`src/hdl/wtq_pkg.sv`:
```
// Purpose: Shared constants and types of the word table remove and search engine
// Assumes: 16-bit data words at even byte addresses
// Notes:   Table layout offsets are byte offsets from the operand base address
package wtq_pkg;

   localparam int          WTQ_AW            = 16;
   localparam int          WTQ_DW            = 16;
   localparam logic [15:0] WTQ_MAX_ENTRIES   = 16'h0064;
   // Remove layout: capacity word, entry count word, then entries
   localparam logic [15:0] WTQ_CNT_OFS_POP   = 16'h0002;
   localparam logic [15:0] WTQ_DATA_OFS_POP  = 16'h0004;
   // Search layout starts one word higher: entry count word, then entries
   localparam logic [15:0] WTQ_CNT_OFS_FIND  = 16'h0000;
   localparam logic [15:0] WTQ_DATA_OFS_FIND = 16'h0002;

   // Operation codes from the instruction sequencer
   localparam logic [1:0]  WTQ_OP_NONE       = 2'h0;
   localparam logic [1:0]  WTQ_OP_POP_NEWEST = 2'h1;
   localparam logic [1:0]  WTQ_OP_POP_OLDEST = 2'h2;
   localparam logic [1:0]  WTQ_OP_SEARCH     = 2'h3;

   // Compare codes
   localparam logic [2:0]  WTQ_CMP_EQ        = 3'h1;
   localparam logic [2:0]  WTQ_CMP_NE        = 3'h2;
   localparam logic [2:0]  WTQ_CMP_LT        = 3'h3;
   localparam logic [2:0]  WTQ_CMP_GT        = 3'h4;

   typedef enum logic [2:0] {
      WTQ_S_IDLE    = 3'h0,
      WTQ_S_CNT_RD  = 3'h1,
      WTQ_S_CNT_GET = 3'h3,
      WTQ_S_ENT_RD  = 3'h2,
      WTQ_S_ENT_GET = 3'h6,
      WTQ_S_MOV_WR  = 3'h7,
      WTQ_S_CNT_WR  = 3'h5,
      WTQ_S_FIN     = 3'h4
   } wtq_state_t;

endpackage : wtq_pkg
```
`src/hdl/wtq_cmp.sv`:
```
// Purpose: Compares one table entry against the search pattern
// Assumes: Words compare as signed 16-bit integers
// Notes:   Unknown compare codes never match
`timescale 1ns/1ps
module wtq_cmp
   import wtq_pkg::*;
(
   // Operands
   input  wire logic [WTQ_DW-1:0] entry,
   input  wire logic [WTQ_DW-1:0] pattern,
   input  wire logic [2:0]        code,
   // Result
   output logic                   match
);

   always_comb begin
      case (code)
         WTQ_CMP_EQ: match = (entry == pattern);
         WTQ_CMP_NE: match = (entry != pattern);
         WTQ_CMP_LT: match = ($signed(entry) < $signed(pattern));
         WTQ_CMP_GT: match = ($signed(entry) > $signed(pattern));
         default:    match = 1'b0;
      endcase
   end

endmodule : wtq_cmp

```
`src/hdl/wtq_engine.sv`:
```
// Purpose: Removes newest or oldest entry of a word table, or searches it
// Assumes: Memory returns read data in the cycle after mem_rd is seen
// Notes:   One memory access at a time; one entry per compare step
//
// What this block does
// - Stack remove returns newest entry to destination
// - Successful remove decrements entry count by one
// - Remove from empty table sets empty flag
// - Queue remove returns entry zero to destination
// - Queue remove shifts remaining entries down one
// - Search compares entries upward from search index
// - Compare code: 1 eq, 2 ne, 3 lt, 4 gt
// - On match stop, write matching index
// - No match writes entry count to index
// - Entry indices run 0 to 99
// - Table holds at most 100 entries
// - Search base one word above remove base
// - Remove layout: capacity, count, then entries
`timescale 1ns/1ps
module wtq_engine
   import wtq_pkg::*;
(
   // Clock and reset
   input  wire logic                   ref_clk,
   input  wire logic                   nrst,
   // Operation request
   input  wire logic                   op_start,
   input  wire logic [1:0]             op_code,
   input  wire logic [WTQ_AW-1:0]      table_base,
   input  wire logic [2:0]             compare_code,
   input  wire logic [WTQ_DW-1:0]      search_pattern,
   input  wire logic [WTQ_DW-1:0]      search_index_in,
   // Data memory
   output logic      [WTQ_AW-1:0]      mem_addr,
   output logic                        mem_rd,
   output logic                        mem_wr,
   output logic      [WTQ_DW-1:0]      mem_wdata,
   input  wire logic [WTQ_DW-1:0]      mem_rdata,
   // Results
   output logic                        busy,
   output logic                        op_done,
   output logic      [WTQ_DW-1:0]      data_out,
   output logic                        data_out_we,
   output logic      [WTQ_DW-1:0]      search_index,
   output logic                        search_index_we,
   output logic                        empty_table_flag
);

   typedef struct packed {
      wtq_state_t        st;
      logic [1:0]        op;
      logic [2:0]        cmp;
      logic [WTQ_DW-1:0] pattern;
      logic [WTQ_DW-1:0] cnt;
      logic [WTQ_DW-1:0] idx;
      logic [WTQ_AW-1:0] data_base;
      logic              moving;
      logic [WTQ_AW-1:0] mem_addr;
      logic              mem_rd;
      logic              mem_wr;
      logic [WTQ_DW-1:0] mem_wdata;
      logic              busy;
      logic              done;
      logic [WTQ_DW-1:0] data_out;
      logic              data_out_we;
      logic [WTQ_DW-1:0] search_index;
      logic              search_index_we;
      logic              empty;
   } wtq_regs_t;

   wtq_regs_t         r;
   wtq_regs_t         next_r;
   logic              hit;
   logic [WTQ_DW-1:0] rd_cnt;
   logic [WTQ_DW-1:0] idx_inc;

   wtq_cmp u_cmp (
      .entry   (mem_rdata),
      .pattern (r.pattern),
      .code    (r.cmp),
      .match   (hit)
   );

   // Entry counts above the table limit are clamped
   assign rd_cnt  = (mem_rdata > WTQ_MAX_ENTRIES) ? WTQ_MAX_ENTRIES : mem_rdata;
   assign idx_inc = r.idx + 16'h0001;

   function automatic logic [WTQ_AW-1:0] ent_addr(input logic [WTQ_AW-1:0] base,
                                                  input logic [WTQ_DW-1:0] index);
      ent_addr = base + {index[WTQ_DW-2:0], 1'b0};
   endfunction : ent_addr

   always_comb begin
      next_r                 = r;
      next_r.mem_rd          = 1'b0;
      next_r.mem_wr          = 1'b0;
      next_r.done            = 1'b0;
      next_r.data_out_we     = 1'b0;
      next_r.search_index_we = 1'b0;
      case (r.st)
         WTQ_S_IDLE: begin
            if (op_start && op_code != WTQ_OP_NONE) begin
               next_r.op      = op_code;
               next_r.cmp     = compare_code;
               next_r.pattern = search_pattern;
               next_r.idx     = search_index_in;
               next_r.moving  = 1'b0;
               next_r.busy    = 1'b1;
               next_r.mem_rd  = 1'b1;
               if (op_code == WTQ_OP_SEARCH) begin
                  next_r.mem_addr  = table_base + WTQ_CNT_OFS_FIND;
                  next_r.data_base = table_base + WTQ_DATA_OFS_FIND;
               end else begin
                  next_r.mem_addr  = table_base + WTQ_CNT_OFS_POP;
                  next_r.data_base = table_base + WTQ_DATA_OFS_POP;
               end
               next_r.st = WTQ_S_CNT_RD;
            end
         end
         WTQ_S_CNT_RD: begin
            // While shifting, this state is the idle cycle after each shift write
            if (!r.moving) begin
               next_r.st = WTQ_S_CNT_GET;
            end else if (idx_inc < r.cnt) begin
               next_r.idx      = idx_inc;
               next_r.mem_rd   = 1'b1;
               next_r.mem_addr = ent_addr(r.data_base, idx_inc);
               next_r.st       = WTQ_S_ENT_RD;
            end else begin
               next_r.mem_wr    = 1'b1;
               next_r.mem_wdata = r.cnt - 16'h0001;
               next_r.mem_addr  = r.data_base - 16'h0002;
               next_r.st        = WTQ_S_CNT_WR;
            end
         end
         WTQ_S_CNT_GET: begin
            next_r.cnt = rd_cnt;
            if (r.op == WTQ_OP_SEARCH) begin
               if (r.idx >= rd_cnt) begin
                  next_r.search_index    = rd_cnt;
                  next_r.search_index_we = 1'b1;
                  next_r.done            = 1'b1;
                  next_r.st              = WTQ_S_FIN;
               end else begin
                  next_r.mem_rd   = 1'b1;
                  next_r.mem_addr = ent_addr(r.data_base, r.idx);
                  next_r.st       = WTQ_S_ENT_RD;
               end
            end else if (rd_cnt == 16'h0000) begin
               next_r.empty = 1'b1;
               next_r.done  = 1'b1;
               next_r.st    = WTQ_S_FIN;
            end else begin
               next_r.empty = 1'b0;
               if (r.op == WTQ_OP_POP_NEWEST) begin
                  next_r.idx = rd_cnt - 16'h0001;
               end else begin
                  next_r.idx = 16'h0000;
               end
               next_r.mem_rd   = 1'b1;
               next_r.mem_addr = ent_addr(r.data_base,
                                          (r.op == WTQ_OP_POP_NEWEST) ? rd_cnt - 16'h0001 : 16'h0000);
               next_r.st       = WTQ_S_ENT_RD;
            end
         end
         WTQ_S_ENT_RD: begin
            next_r.st = WTQ_S_ENT_GET;
         end
         WTQ_S_ENT_GET: begin
            if (r.op == WTQ_OP_SEARCH) begin
               if (hit) begin
                  next_r.search_index    = r.idx;
                  next_r.search_index_we = 1'b1;
                  next_r.done            = 1'b1;
                  next_r.st              = WTQ_S_FIN;
               end else if (idx_inc >= r.cnt) begin
                  next_r.search_index    = r.cnt;
                  next_r.search_index_we = 1'b1;
                  next_r.done            = 1'b1;
                  next_r.st              = WTQ_S_FIN;
               end else begin
                  next_r.idx      = idx_inc;
                  next_r.mem_rd   = 1'b1;
                  next_r.mem_addr = ent_addr(r.data_base, idx_inc);
                  next_r.st       = WTQ_S_ENT_RD;
               end
            end else if (r.moving) begin
               // Entry idx moves down into slot idx-1
               next_r.mem_wr    = 1'b1;
               next_r.mem_wdata = mem_rdata;
               next_r.mem_addr  = ent_addr(r.data_base, r.idx - 16'h0001);
               next_r.st        = WTQ_S_MOV_WR;
            end else begin
               next_r.data_out    = mem_rdata;
               next_r.data_out_we = 1'b1;
               if (r.op == WTQ_OP_POP_OLDEST && r.cnt > 16'h0001) begin
                  next_r.moving   = 1'b1;
                  next_r.idx      = 16'h0001;
                  next_r.mem_rd   = 1'b1;
                  next_r.mem_addr = ent_addr(r.data_base, 16'h0001);
                  next_r.st       = WTQ_S_ENT_RD;
               end else begin
                  next_r.mem_wr    = 1'b1;
                  next_r.mem_wdata = r.cnt - 16'h0001;
                  next_r.mem_addr  = r.data_base - 16'h0002;
                  next_r.st        = WTQ_S_CNT_WR;
               end
            end
         end
         WTQ_S_MOV_WR: begin
            // Memory needs a quiet cycle between two accesses
            next_r.st = WTQ_S_CNT_RD;
         end
         WTQ_S_CNT_WR: begin
            next_r.done = 1'b1;
            next_r.st   = WTQ_S_FIN;
         end
         WTQ_S_FIN: begin
            next_r.busy = 1'b0;
            next_r.st   = WTQ_S_IDLE;
         end
         default: begin
            next_r.busy = 1'b0;
            next_r.st   = WTQ_S_IDLE;
         end
      endcase
   end

   always_ff @(posedge ref_clk or negedge nrst) begin
      if (!nrst) begin
         r <= '0;
      end else begin
         r <= next_r;
      end
   end

   assign mem_addr         = r.mem_addr;
   assign mem_rd           = r.mem_rd;
   assign mem_wr           = r.mem_wr;
   assign mem_wdata        = r.mem_wdata;
   assign busy             = r.busy;
   assign op_done          = r.done;
   assign data_out         = r.data_out;
   assign data_out_we      = r.data_out_we;
   assign search_index     = r.search_index;
   assign search_index_we  = r.search_index_we;
   assign empty_table_flag = r.empty;

endmodule : wtq_engine

```
`config.mk`:
```
export PLATFORM = sky130hd
export DESIGN_NAME = wtq_engine
export DESIGN_NICKNAME = d
export VERILOG_FILES = /design/src/hdl/wtq_pkg.sv /design/src/hdl/wtq_cmp.sv /design/src/hdl/wtq_engine.sv
export SDC_FILE = /design/constraint.sdc
export NUM_CORES = 1
export LEC_CHECK = 0
export BUFFER_PORTS_ARGS = -buffer_cell sky130_fd_sc_hd__clkbuf_2
export CAP_MARGIN = 30
export CELL_PAD_IN_SITES_DETAIL_PLACEMENT = 0
export CELL_PAD_IN_SITES_GLOBAL_PLACEMENT = 2
export CORE_MARGIN = 2
export CORE_UTILIZATION = 36
export CTS_CLUSTER_DIAMETER = 30
export DETAILED_ROUTE_END_ITERATION = 6
export PLACE_DENSITY_LB_ADDON = 0.15
export SYNTH_ARGS = -nofsm -noshare
export SYNTH_HDL_FRONTEND = slang
export SYNTH_SLANG_ARGS = --single-unit
```
`constraint.sdc`:
```
create_clock -name ref_clk -period 5.4 [get_ports ref_clk]
set_input_delay 0.27 -clock ref_clk [delete_from_list [all_inputs] [get_ports ref_clk]]
set_output_delay 0.27 -clock ref_clk [all_outputs]
set_load 0.03 [all_outputs]
```
# Word-level counts from Yosys, hierarchy flattened
# Cells that the tools add are included.
# totals
out_inout_bits,71
in_bits,72
regBits,144
# op_classes
mux,68
addsub,12
bitwise_logic,2
n_lt_le_gt_ge,7
reduce_logical,19
eq_ne,35
# ops
operator,count
2-to-1 mux 16 bit,16
2-to-1 mux 17 bit,15
one-hot mux 17 bit (2 select lines),2
one-hot mux 17 bit (4 select lines),1
adder 16 bit,4
one-hot mux 16 bit (4 select lines),1
2-to-1 mux 50 bit,1
2-to-1 mux 34 bit,1
"adder 16 x 2 -> 16 bit, second input constant",2
greater-or-equal comparator 16 bit,2
< comparator 16 bit,2
"subtractor 16 x 1 -> 16 bit, second input constant",2
2-to-1 mux 3 bit,10
2-to-1 mux 24 bit,1
"!= test 3 bit, second input constant",8
one-hot mux 3 bit (8 select lines),1
"!= test 2 bit, second input constant",10
"adder 16 x 1 -> 16 bit, second input constant",1
"adder 16 x 3 -> 16 bit, second input constant",1
equality test 16 bit,1
"greater-than comparator 16 x 1 -> 1 bit, second input constant",1
greater-than comparator 16 bit,1
"greater-than comparator 16 x 7 -> 1 bit, second input constant",1
zero test 16 bit,1
other kinds (22),57

# Depth between registers and ports, before layout
# Gate-level depths: netlist (run 1).
# logic_depth
ltp_word,8
ltp_mapped,20
ltp_nobuf,18

# Hierarchy
# Synthesis (run 1) repeated with hierarchy kept, for this count alone.
# hier_totals
hier_cells,1602
area_unflattened_um2,13012.5
# by_module_without_submodules
module,area_per_inst_um2,instances,cells_each
wtq_engine,12484.5,1,1537
wtq_cmp,528.0,1,65

# Worst setup path after synthesis (run 1)
# No wires, ideal clock.
# synth_timing
path_kind,in2reg
start,input port mem_rdata[12]
end,register r (netlist bit mem_addr[10])
required_time_ps,5264
arrival_time_ps,4119
slack_ps,1145
setup_ps,136
cell_stages,19
path_cell_list,nor4_1 > nand3_1 > buf_2 > nor2_1 > nand2_1 > ha_1 > nand3b_1 > nor3b_1 > nor2_1 > ha_1 > or3_1 > o22ai_1 > o21ba_2 > maj3_1 > maj3_1 > xnor2_1 > nor2_1 > nor4_1 > nand3_1
# synth_between
elab_chain_cells,8
# synth_rtl
element,line_no,source
"start, declared",wtq_engine.sv:38,"input wire logic [WTQ_DW-1:0] mem_rdata,"
greater-than comparator 16 x 7 -> 1 bit,wtq_engine.sv:85,assign rd_cnt = (mem_rdata > WTQ_MAX_ENTRIES) ? WTQ_MAX_ENTRIES : mem_rdata;
2-to-1 mux 16 bit,wtq_engine.sv:85,
subtractor 16 x 1 -> 16 bit,wtq_engine.sv:162,(r.op == WTQ_OP_POP_NEWEST) ? rd_cnt - 16'h0001 : 16'h0000);
2-to-1 mux 16 bit,wtq_engine.sv:162,
adder 16 bit,wtq_engine.sv:90,"ent_addr = base + {index[WTQ_DW-2:0], 1'b0};"
2-to-1 mux 17 bit,wtq_engine.sv:149,end else if (rd_cnt == 16'h0000) begin
2-to-1 mux 17 bit,wtq_engine.sv:138,if (r.op == WTQ_OP_SEARCH) begin
one-hot mux 17 bit (4 select lines),wtq_engine.sv:100,case (r.st)
"end signal, assigned",wtq_engine.sv:233,r <= next_r;
"end, declared",wtq_engine.sv:71,wtq_regs_t r;
# Several ways; a longest one is shown, not always the timed one. The select of a mux whose other input is x is not followed.
# A chain may end at the register's enable or synchronous reset.

# Worst setup path in the final report (run 1)
# layout_timing
start,register r[91] (netlist bit)
end,register r (netlist bit mem_addr[11])
# layout_between
elab_chain_cells,6
# layout_rtl
element,line_no,source
adder 16 x 1 -> 16 bit,wtq_engine.sv:86,assign idx_inc = r.idx + 16'h0001;
adder 16 bit,wtq_engine.sv:90,
2-to-1 mux 17 bit,wtq_engine.sv:176,end else if (idx_inc >= r.cnt) begin
2-to-1 mux 17 bit,wtq_engine.sv:171,if (hit) begin
2-to-1 mux 17 bit,wtq_engine.sv:170,if (r.op == WTQ_OP_SEARCH) begin
one-hot mux 17 bit (4 select lines),wtq_engine.sv:100,
# Several ways; a longest one is shown, not always the timed one. The select of a mux whose other input is x is not followed.

==> impl_metrics.csv, run 1 <==
group,metric,value,unit
run_status,status,"finished, final reports clean",
logic_synthesis,synth_area,12900,sq um
pwr,clkPwrFrac,12.9,%
logic_synthesis,synth_top_cell_by_area,"dfrtp_1",
setup_path,r2r-start,"r[91]",
min_path,worstHoldStart,"search_pattern[11]",
timing,relSlewSlack,30.5,%
placement,port_buffers,142,
timing,setup_viol,0,
cts,h-tree-depth,4,
grt,grt_first_pass_wirelength,73200,um
logic_synthesis,synth_edf_count,0,
setup_path,cp.arrival,5.01,ns
grt,globalRouteOverflowTotal,0,
logic_synthesis,synth_top_cell_area_share,27.9,%
die,die_y,193,um
logic_synthesis,yosys_warnings,0,
placement,dp_hpwl,37800,um
die,die_w,193,um
cts,ctsLongestPathBuffers,2,
timing,min_period,4.70,ns
min_path,holdPathStages,3,
timing,tightest_slew,1.03,ns
setup_path,r2r-end,"mem_addr[11]",
drt,vias,11921,
drt,avgViaCountPerCell,5.60,
pwr,sw_frac_of_total,52.6,%
timing,hold_viol,0,
finish,area_growth,11.7,%
setup_path,cp_data_required_time,5.71,ns
grt,grt_max_degree,95,
finish,drive_above_1_share,16.3,%
timing,skew,0.0151,ns
finish,fin_nets,1838,
logic_synthesis,seq_area_frac_synth,27.9,%
drt,drt_iter0_drc,909,
setup_path,worstPathCellList,"and3_1 -> and3_1 -> and2_1 -> nand2_1 -> xnor2_1 -> ha_1 -> a211oi_1 -> nor2_1 -> o31ai_1 -> nor2_1 -> nor4b_1 -> a211o_1 -> nand3_2 -> a22oi_1 -> or4b_1",
finish,fillers,3686,
cts,cts_root_buffer,"clkbuf_16",
setup_path,crit_buf_inv,0,
grt,grt_usage,25.6,%
logic_synthesis,synth.distinct_cells,80,
drt,drt.antenna.violating_nets,0,
setup_path,reg2reg_depth,15,
logic_synthesis,synth-seq-cells,144,
finish,diodes,0,
cts,cts_tree,"done",
grt,grt_pass1_vias,11513,
pwr,power.internal,0.00469,W
timing,finalCritPeriodShare,87.0,%
die,core.rowCount,69,
finish,layout_commonest_cell,"nand2_1",
pwr,irDropWorstVdd,0.000333,V
pwr,comb_power_share,66.4,%
setup_path,crit_fanout,9,
logic_synthesis,syn_avg_cell_area,8.17,sq um
setup_path,cp_slowest_cell,"dfrtp_1",
cts,cts_made_buffers,17,
cts,worstSkewPairLatency,0.45,ns
die,io_pins,143,
pwr,switchingPower,0.00520,W
logic_synthesis,syn_inst,1580,
die,initial_core_util,36.4,%
grt,antenna_found_initial,0,
drt,wl_per_cell,22.6,um
logic_synthesis,synth_area_leaders,"dfrtp_1 (28%), ha_1 (11%), nand2_1 (6.1%)",
timing,fmax,0.213,GHz
cts,post_cts_buffers,0,
cts,clock_sinks,144,
timing,tns,0,ns
drt,drc,0,
min_path,hold_path_class,"in -> reg",
setup_path,cp.depth,15,
timing,whs,0.0257,ns
setup_path,path_delay_family,"simple AND/OR/NAND/NOR gates",
drt,dr.pass1.iters,6,
setup_path,critical_path_class,"reg -> reg",
placement,place.gp.congestion,0.964,
logic_synthesis,ys.flop_type,"dfrtp_1",
flow_run,cap_violations,0,
timing,slew_viol_final,0,
setup_path,crit_path_end_kind,"flop",
setup_path,r2r_slack,0.70,ns
min_path,min_to,"r[131]",
pwr,p_per_area,686,nW/um^2
setup_path,cp-start-kind,"flop",
timing,rsz0062_at_grt,"false",
drt,wirelength,48000,um
finish,final_cell_mix,"nand2_1 (210), dfrtp_1 (144), clkbuf_2 (141)",
pwr,p_leak,6.50,nW
cts,clk_pin_slew_worst_paths,0.07,ns
logic_synthesis,ys_async_sr_fraction,100,%
die,die-area,37400,sq um
die,core,35500,sq um
pwr,seq_power_share,20.7,%
setup_path,slowest_delay,0.61,ns
## state kept, by name, indices dropped and copies added (netlist names)
register          cells
busy                  1
data_out             16
data_out_we           1
empty_table_flag      1
mem_addr             16
mem_rd                1
mem_wdata            16
mem_wr                1
op_done               1
r                    73
search_index         16
search_index_we       1
## cell families (layout without fill, tap and decap cells)
family          count (synthesis)  in the layout  share of synthesized area [%]
fa+ha+maj                     115            115                           11.3
flops                         144            144                           27.9
xor+xnor                      132            132                           8.96
compound gates                397            397                           20.4
other cells                     1              9                         0.0291
mux                            33             33                           2.60
buf+inv                       195            273                           7.92
simple gates                  563            563                           20.9
## repair_timing
action / in CTS / in global routing
hold buffers: 1 / 0
resized for setup: 0 / 0
endpoints found under the hold margin: 36 / 0
## power by group through the flow
stage,logic [W],registers (W),clock network (W)
after global placement,0.00649,0.00207,0
after CTS,0.00656,0.00204,0.00130
final,0.00657,0.00205,0.00127
after detailed placement,0.00653,0.00206,0
after floorplan,0.00496,0.00183,0
after global routing,0.00722,0.00210,0.00135
## per-layer routing
| layer | up-vias | global-route usage (%) | wire [um] |
|---|---|---|---|
| met1 | 5804 | 35.1 | 22200 |
| met4 | 0 | 7.69 | 1150 |
| met5 | - | 0 | 0 |
| met2 | 334 | 41.4 | 22400 |
| li1 | 5733 | - | - |
| met3 | 50 | 4.17 | 2260 |
## worst max-delay path by stage
stage | startpoint | to
5_1_grt | r[91] | mem_addr[14]
3_5_place_dp | mem_rdata[12] | mem_addr[12]
3_3_place_gp | mem_rdata[12] | mem_addr[10]
4_1_cts | r[91] | mem_addr[11]
6_report | r[91] | mem_addr[11]
2_1_floorplan | mem_rdata[12] | mem_addr[10]
## synth_stat cells, types with 6 or more instances
| cell type | n |
|---|---|
| a211oi_1 | 14 |
| a21o_1 | 20 |
| a21oi_1 | 66 |
| a21oi_2 | 14 |
| a221o_1 | 8 |
| a221oi_1 | 13 |
| a22oi_1 | 18 |
| a31oi_1 | 7 |
| and2_1 | 13 |
| and3_1 | 13 |
| buf_1 | 6 |
| buf_4 | 66 |
| clkbuf_1 | 57 |
| dfrtp_1 | 144 |
| ha_1 | 109 |
| inv_1 | 57 |
| mux2i_1 | 29 |
| nand2_1 | 210 |
| nand2b_1 | 13 |
| nand3_1 | 65 |
| nand4_1 | 13 |
| nor2_1 | 109 |
| nor2_2 | 16 |
| nor2b_1 | 16 |
| nor3_1 | 27 |
| nor3b_1 | 8 |
| nor4_1 | 19 |
| o211ai_1 | 13 |
| o21a_1 | 11 |
| o21ai_0 | 124 |
| o21bai_1 | 7 |
| o221ai_1 | 13 |
| o22ai_1 | 12 |
| o31ai_1 | 7 |
| or3_1 | 14 |
| xnor2_1 | 86 |
| xor2_1 | 46 |
## tightest hold or removal path: stages
cell	delay (ns)
clkbuf_2	0.08
nand2_1	0.03
o21ai_0	0.06
## area by class of cell
type	instances	area, sq um	share of cell area [%]
multi-input cells	1249	8330	57.8
flip-flops and latches	144	3600	25.0
repair buffers	184	1080	7.48
well taps	461	577	4.00
clock buffers	18	439	3.05
inverters	57	214	1.48
clock inverters	14	174	1.21
## through the flow
step | std cells | total power, W | area (sq um) | utilization, % | setup slack, ns
after floorplan | 1588 | 0.00679 | 12900 | - | 1.15
after global placement | 2091 | 0.00856 | 13700 | 38.7 | 0.524
after detailed placement | 2093 | 0.00859 | 13800 | 38.8 | 0.508
after CTS | 2126 | 0.00991 | 14400 | 40.6 | 0.803
after global routing | 2127 | 0.0107 | 14400 | 40.6 | 0.298
final | 2127 | 0.00989 | 14400 | 40.6 | 0.703
No activity file was read; power rests on OpenSTA's default activity.
==> inputs of run 2 (changes only) <==
- MAX_ROUTING_LAYER: default -> met4
==> run 2 against run 1 <==
  * Utilization barely moved
  * Die area did not move
  * Combinational power fell by 0.6%
  * Register-to-register slack improved by 0.099 ns
  * First-iteration DRC count fell by 3.0%
  * Total power fell by 0.15%
  * Sequential share of layout area barely moved
  * Critical path depth fell by 1
==> impl_metrics.csv, run 2 (synthesis gave the netlist of run 1 again) <==
group,metric,value,unit
run_status,status,"finished, final reports clean",
die,core.rowCount,69,
cts,cts_tree,"done",
setup_path,r2r-start,"r[91]",
timing,slew_viol_final,0,
timing,setup_viol,0,
grt,grt_usage,26.3,%
setup_path,cp_data_required_time,5.72,ns
setup_path,critical_path_class,"reg -> reg",
cts,cts_made_buffers,17,
min_path,min_to,"r[120]",
timing,rsz0062_at_grt,"false",
grt,gr-usage-met3,2.95,%
die,initial_core_util,36.4,%
setup_path,r2r_slack,0.80,ns
drt,wirelength,47800,um
setup_path,crit_path_end_kind,"flop",
die,die_y,193,um
finish,layout_commonest_cell,"nand2_1",
min_path,holdPathStages,3,
setup_path,reg2reg_depth,14,
timing,tightest_slew,1.02,ns
timing,whs,0.0287,ns
drt,wl_per_cell,22.5,um
setup_path,r2r-end,"mem_addr[11]",
min_path,hold_path_class,"in -> reg",
cts,ctsLongestPathBuffers,2,
timing,relSlewSlack,31.3,%
die,die-area,37400,sq um
finish,diodes,0,
drt,avgViaCountPerCell,5.63,
finish,largest-register,"r",
finish,fin_nets,1838,
cts,cts_root_buffer,"clkbuf_16",
drt,vias,11967,
cts,cts_resized,0,
grt,top_usage_layer,"met2",
grt,grt_pass1_vias,11641,
finish,drive_above_1_share,16.3,%
timing,tns,0,ns
timing,hold_viol,0,
placement,port_buffers,142,
timing,skew,0.0168,ns
timing,fmax,0.217,GHz
cts,post_cts_buffers,0,
timing,min_period,4.60,ns
drt,drt_iter0_drc,882,
drt,drt.antenna.violating_nets,0,
pwr,p_per_area,686,nW/um^2
grt,grt_max_degree,99,
finish,area_growth,11.6,%
die,core,35500,sq um
grt,globalRouteOverflowTotal,0,
placement,place.gp.congestion,1.00,
die,die_w,193,um
min_path,worstHoldStart,"search_pattern[0]",
drt,drc,0,
finish,largest_reg_flops,73,
grt,grt_first_pass_wirelength,73100,um
cts,h-tree-depth,4,
pwr,irDropWorstVdd,0.000392,V
grt,antenna_found_initial,0,
flow_run,cap_violations,0,
die,io_pins,143,
cts,worstSkewPairLatency,0.45,ns
timing,finalCritPeriodShare,85.1,%
setup_path,cp-start-kind,"flop",
finish,fillers,3698,
cts,cts_hold_buf,1,
cts,clock_sinks,144,
drt,dr.pass1.iters,5,
setup_path,cp.arrival,4.92,ns
setup_path,crit_fanout,9,
placement,dp_hpwl,37700,um
cts,clk_pin_slew_worst_paths,0.07,ns
finish,final_cell_mix,"nand2_1 (210), dfrtp_1 (144), clkbuf_2 (141)",
grt,use_met1,34.8,%
finish,fin_util,40.6,%
pwr,p_leak,6.50,nW
grt,grt_util_met2,42.2,%
run 2: cell types whose count changed in the layout (fill, tap and decap cells not counted), sizes merged:
cell,change
clkbuf,+1
clkinv,+2
bufinv,+1
inv,-4
run 2: worst max-delay path by stage:
stage / start / end / slack, ns / depth (start not counted)
after floorplan: mem_rdata[12] / mem_addr[10] / 1.15 / 19
after global placement: mem_rdata[12] / mem_addr[10] / 0.51 / 19
after detailed placement: mem_rdata[12] / mem_addr[12] / 0.46 / 19
after CTS: r[91] / mem_addr[11] / 0.80 / 15
after global routing: r[91] / mem_addr[14] / 0.46 / 15
final: r[91] / mem_addr[11] / 0.80 / 14
run 2: area by class of cell:
class,count,area (sq um),share of cell area [%]
multi-input cells,1249,8330,57.9
flip-flops and latches,144,3600,25.0
repair buffers,184,1070,7.44
well taps,461,577,4.00
clock buffers,19,443,3.08
inverters,57,214,1.49
clock inverters,13,160,1.11
run 2: stage by stage:
step	std cells	total power [W]	setup WS, ns	cell area (sq um)
final	2127	0.00987	0.802	14400
after global routing	2127	0.0107	0.459	14400
after floorplan	1588	0.00679	1.15	12900
after detailed placement	2093	0.00858	0.458	13800
after global placement	2092	0.00856	0.514	13800
after CTS	2126	0.00989	0.797	14400
run 2: power breakdown:
| group | internal (W) | switching (W) |
|---|---|---|
| combinational | 0.00245 | 0.00408 |
| sequential | 0.00151 | 0.000565 |
| clock | 0.000741 | 0.000526 |
| total | 0.00471 | 0.00517 |
run 2: layer usage:
layer / share of wire (%) / vias to the layer above
met5: 0 / -
met4: 2.6 / 0
met3: 3.7 / 55
met2: 47 / 328
met1: 47 / 5846
li1: - / 5738
run 2: critical path, cell delays in order (launching register included):
cell     delay (ns)
dfrtp_1        0.61
and3_1         0.25
and3_1         0.30
nand3_1        0.13
xnor2_1        0.57
ha_1           0.38
nand4_1        0.13
nor2_1         0.06
nor4_1         0.27
o21ai_0        0.13
nor4b_1        0.48
a211o_1        0.25
nand3_2        0.23
a22oi_1        0.24
or4b_1         0.44
==> inputs of run 3 (changes only) <==
==> constraint.sdc (replaced) <==
create_clock -name ref_clk -period 5.4 [get_ports ref_clk]
set_input_delay 0.81 -clock ref_clk [delete_from_list [all_inputs] [get_ports ref_clk]]
set_output_delay 0.81 -clock ref_clk [all_outputs]
set_load 0.03 [all_outputs]
==> run 3 against run 2 <==
  * Fmax down 7.6%
  * Sequential share of layout area about the same
  * Total power down 0.60%
  * Count of clock-buffer cells in the layout decreased by 2
  * Sequential cell count unchanged
  * Non-clock buffer count rose by 9
==> impl_metrics.csv, run 3 (synthesis gave the netlist of run 1 again) <==
group,metric,value,unit
cts,post_cts_buffers,0,
finish,area_growth,11.7,%
grt,antenna_found_initial,0,
timing,tightest_slew,1.01,ns
finish,stdcell_count,2136,
cts,clk_pin_slew_worst_paths,0.07,ns
setup_path,critical_path_class,"reg -> reg",
pwr,finalPower,0.00981,W
setup_path,cp.arrival,5.36,ns
placement,place.gp.congestion,0.917,
placement,port_buffers,142,
cts,cts_tree,"done",
drt,vias,12094,
die,die_w,193,um
setup_path,cp_data_required_time,5.78,ns
cts,cts_made_buffers,17,
drt,m1WireLength,22400,um
finish,largest-register,"r",
grt,grt_max_degree,60,
timing,skew,0.0173,ns
cts,cts_hold_buf,0,
drt,drc,0,
die,die-area,37400,sq um
drt,avgViaCountPerCell,5.66,
die,core,35500,sq um
pwr,p_per_area,681,nW/um^2
timing,relSlewSlack,32.4,%
placement,dpl_cell_area,13800,sq um
setup_path,crit_path_end_kind,"flop",
finish,drive_above_1_share,16.8,%
placement,dp_slack,0.120,ns
placement,dp_hpwl,38600,um
cts,h-tree-depth,4,
finish,diodes,0,
setup_path,r2r-start,"r[91]",
grt,grt_usage,26.5,%
finish,largest_reg_flops,73,
cts,ctsLongestPathBuffers,2,
timing,slew_viol_final,0,
drt,wl_per_cell,22.7,um
run_status,status,"finished, final reports clean",
timing,fmax,0.201,GHz
drt,dr.max_layer_used,"met4",
setup_path,r2r-end,"r[101]",
pwr,irDropWorstVdd,0.000345,V
drt,dr.pass1.iters,5,
timing,hold_viol,0,
finish,layout_commonest_cell,"nand2_1",
die,die_y,193,um
setup_path,crit_fanout,27,
cts,cts_resized,0,
drt,drt_iter0_drc,849,
finish,postLayoutCellArea,14400,sq um
timing,finalCritPeriodShare,92.1,%
drt,drt.antenna.violating_nets,0,
drt,wirelength,48400,um
timing,fin_ws,0.425,ns
pwr,p_leak,6.51,nW
timing,rsz0062_at_grt,"false",
grt,grt_first_pass_wirelength,73300,um
cts,clock_sinks,144,
cts,cts_root_buffer,"clkbuf_16",
grt,grt_pass1_vias,11682,
timing,min_period,4.98,ns
grt,globalRouteOverflowTotal,0,
placement,dp_cells,2104,
die,core.rowCount,69,
die,io_pins,143,
finish,fin_nets,1847,
timing,tns,0,ns
flow_run,cap_violations,0,
finish,final_cell_mix,"nand2_1 (210), dfrtp_1 (144), clkbuf_2 (141)",
setup_path,reg2reg_depth,17,
setup_path,r2r_slack,0.42,ns
drt,route.met2.wl,22800,um
min_path,hold_path_class,"in -> async",
die,initial_core_util,36.4,%
setup_path,cp-start-kind,"flop",
drt,wl_met3,2020,um
timing,setup_viol,0,
cts,worstSkewPairLatency,0.46,ns
[run 3: cell types whose count changed in the layout (fill, tap and decap cells not counted), moves of 2 or more]
cell / delta
inv_8: +3
buf_4: +11
bufinv_16: -2
clkinvlp_4: +2
inv_6: +2
clkinv_2: -3
[run 3: worst max-delay path by stage]
stage | start | slack [ns] | cells after the start | endpoint
global route | mem_rdata[12] | 0.09 | 19 | mem_addr[12]
floorplan | mem_rdata[12] | 0.61 | 19 | mem_addr[10]
CTS | r[91] | 0.50 | 17 | r[101]
finish | r[91] | 0.42 | 17 | r[101]
global placement | mem_rdata[12] | 0.13 | 19 | mem_addr[10]
detailed placement | mem_rdata[12] | 0.12 | 19 | mem_addr[10]
[run 3: metrics by stage]
step / hold slack (ns) / utilization (%)
6_report: 0.273 / 40.6
5_1_grt: 0.300 / 40.6
4_1_cts: 0.274 / 40.6
3_5_place_dp: 0.467 / 39.0
3_3_place_gp: 0.458 / 38.9
2_1_floorplan: 0.439 / -
[run 3: metal layers]
metal,vias to the layer above,global-route usage (%)
met4,0,8.09
met2,324,42.0
met3,51,3.49
li1,5758,-
met1,5961,35.1
met5,-,-
[run 3: report_power, final]
| part | leakage [nW] | switching [W] | total [W] | internal, W |
|---|---|---|---|---|
| sequential | 1.83 | 0.000566 | 0.00208 | 0.00151 |
| clock | 0.273 | 0.000571 | 0.00122 | 0.000650 |
| combinational | 4.41 | 0.00406 | 0.00651 | 0.00245 |
[run 3: layout make-up]
| type | count | area, sq um |
|---|---|---|
| Clock inverter | 15 | 151 |
| Multi-Input combinational cell | 1249 | 8330 |
| Fill cell | 3751 | 21100 |
| Tap cell | 461 | 577 |
| Clock buffer | 17 | 425 |
| Timing Repair Buffer | 193 | 1110 |
| Sequential cell | 144 | 3600 |
| Inverter | 57 | 214 |
[run 3: worst max-delay path, cell delays in order (launching register included)]
cell and delay (ns):
dfrtp_1 0.62, and3_1 0.26, and3_1 0.23, and2_1 0.19, nand2_1 0.08, xnor2_1 0.54
ha_1 0.37, a211oi_1 0.21, nor2_1 0.07, o31ai_1 0.38, nor2_1 0.09, nor4b_1 0.55
a211o_1 0.25, buf_4 0.28, and4b_2 0.35, buf_4 0.26, nor2_2 0.05, a21oi_2 0.12
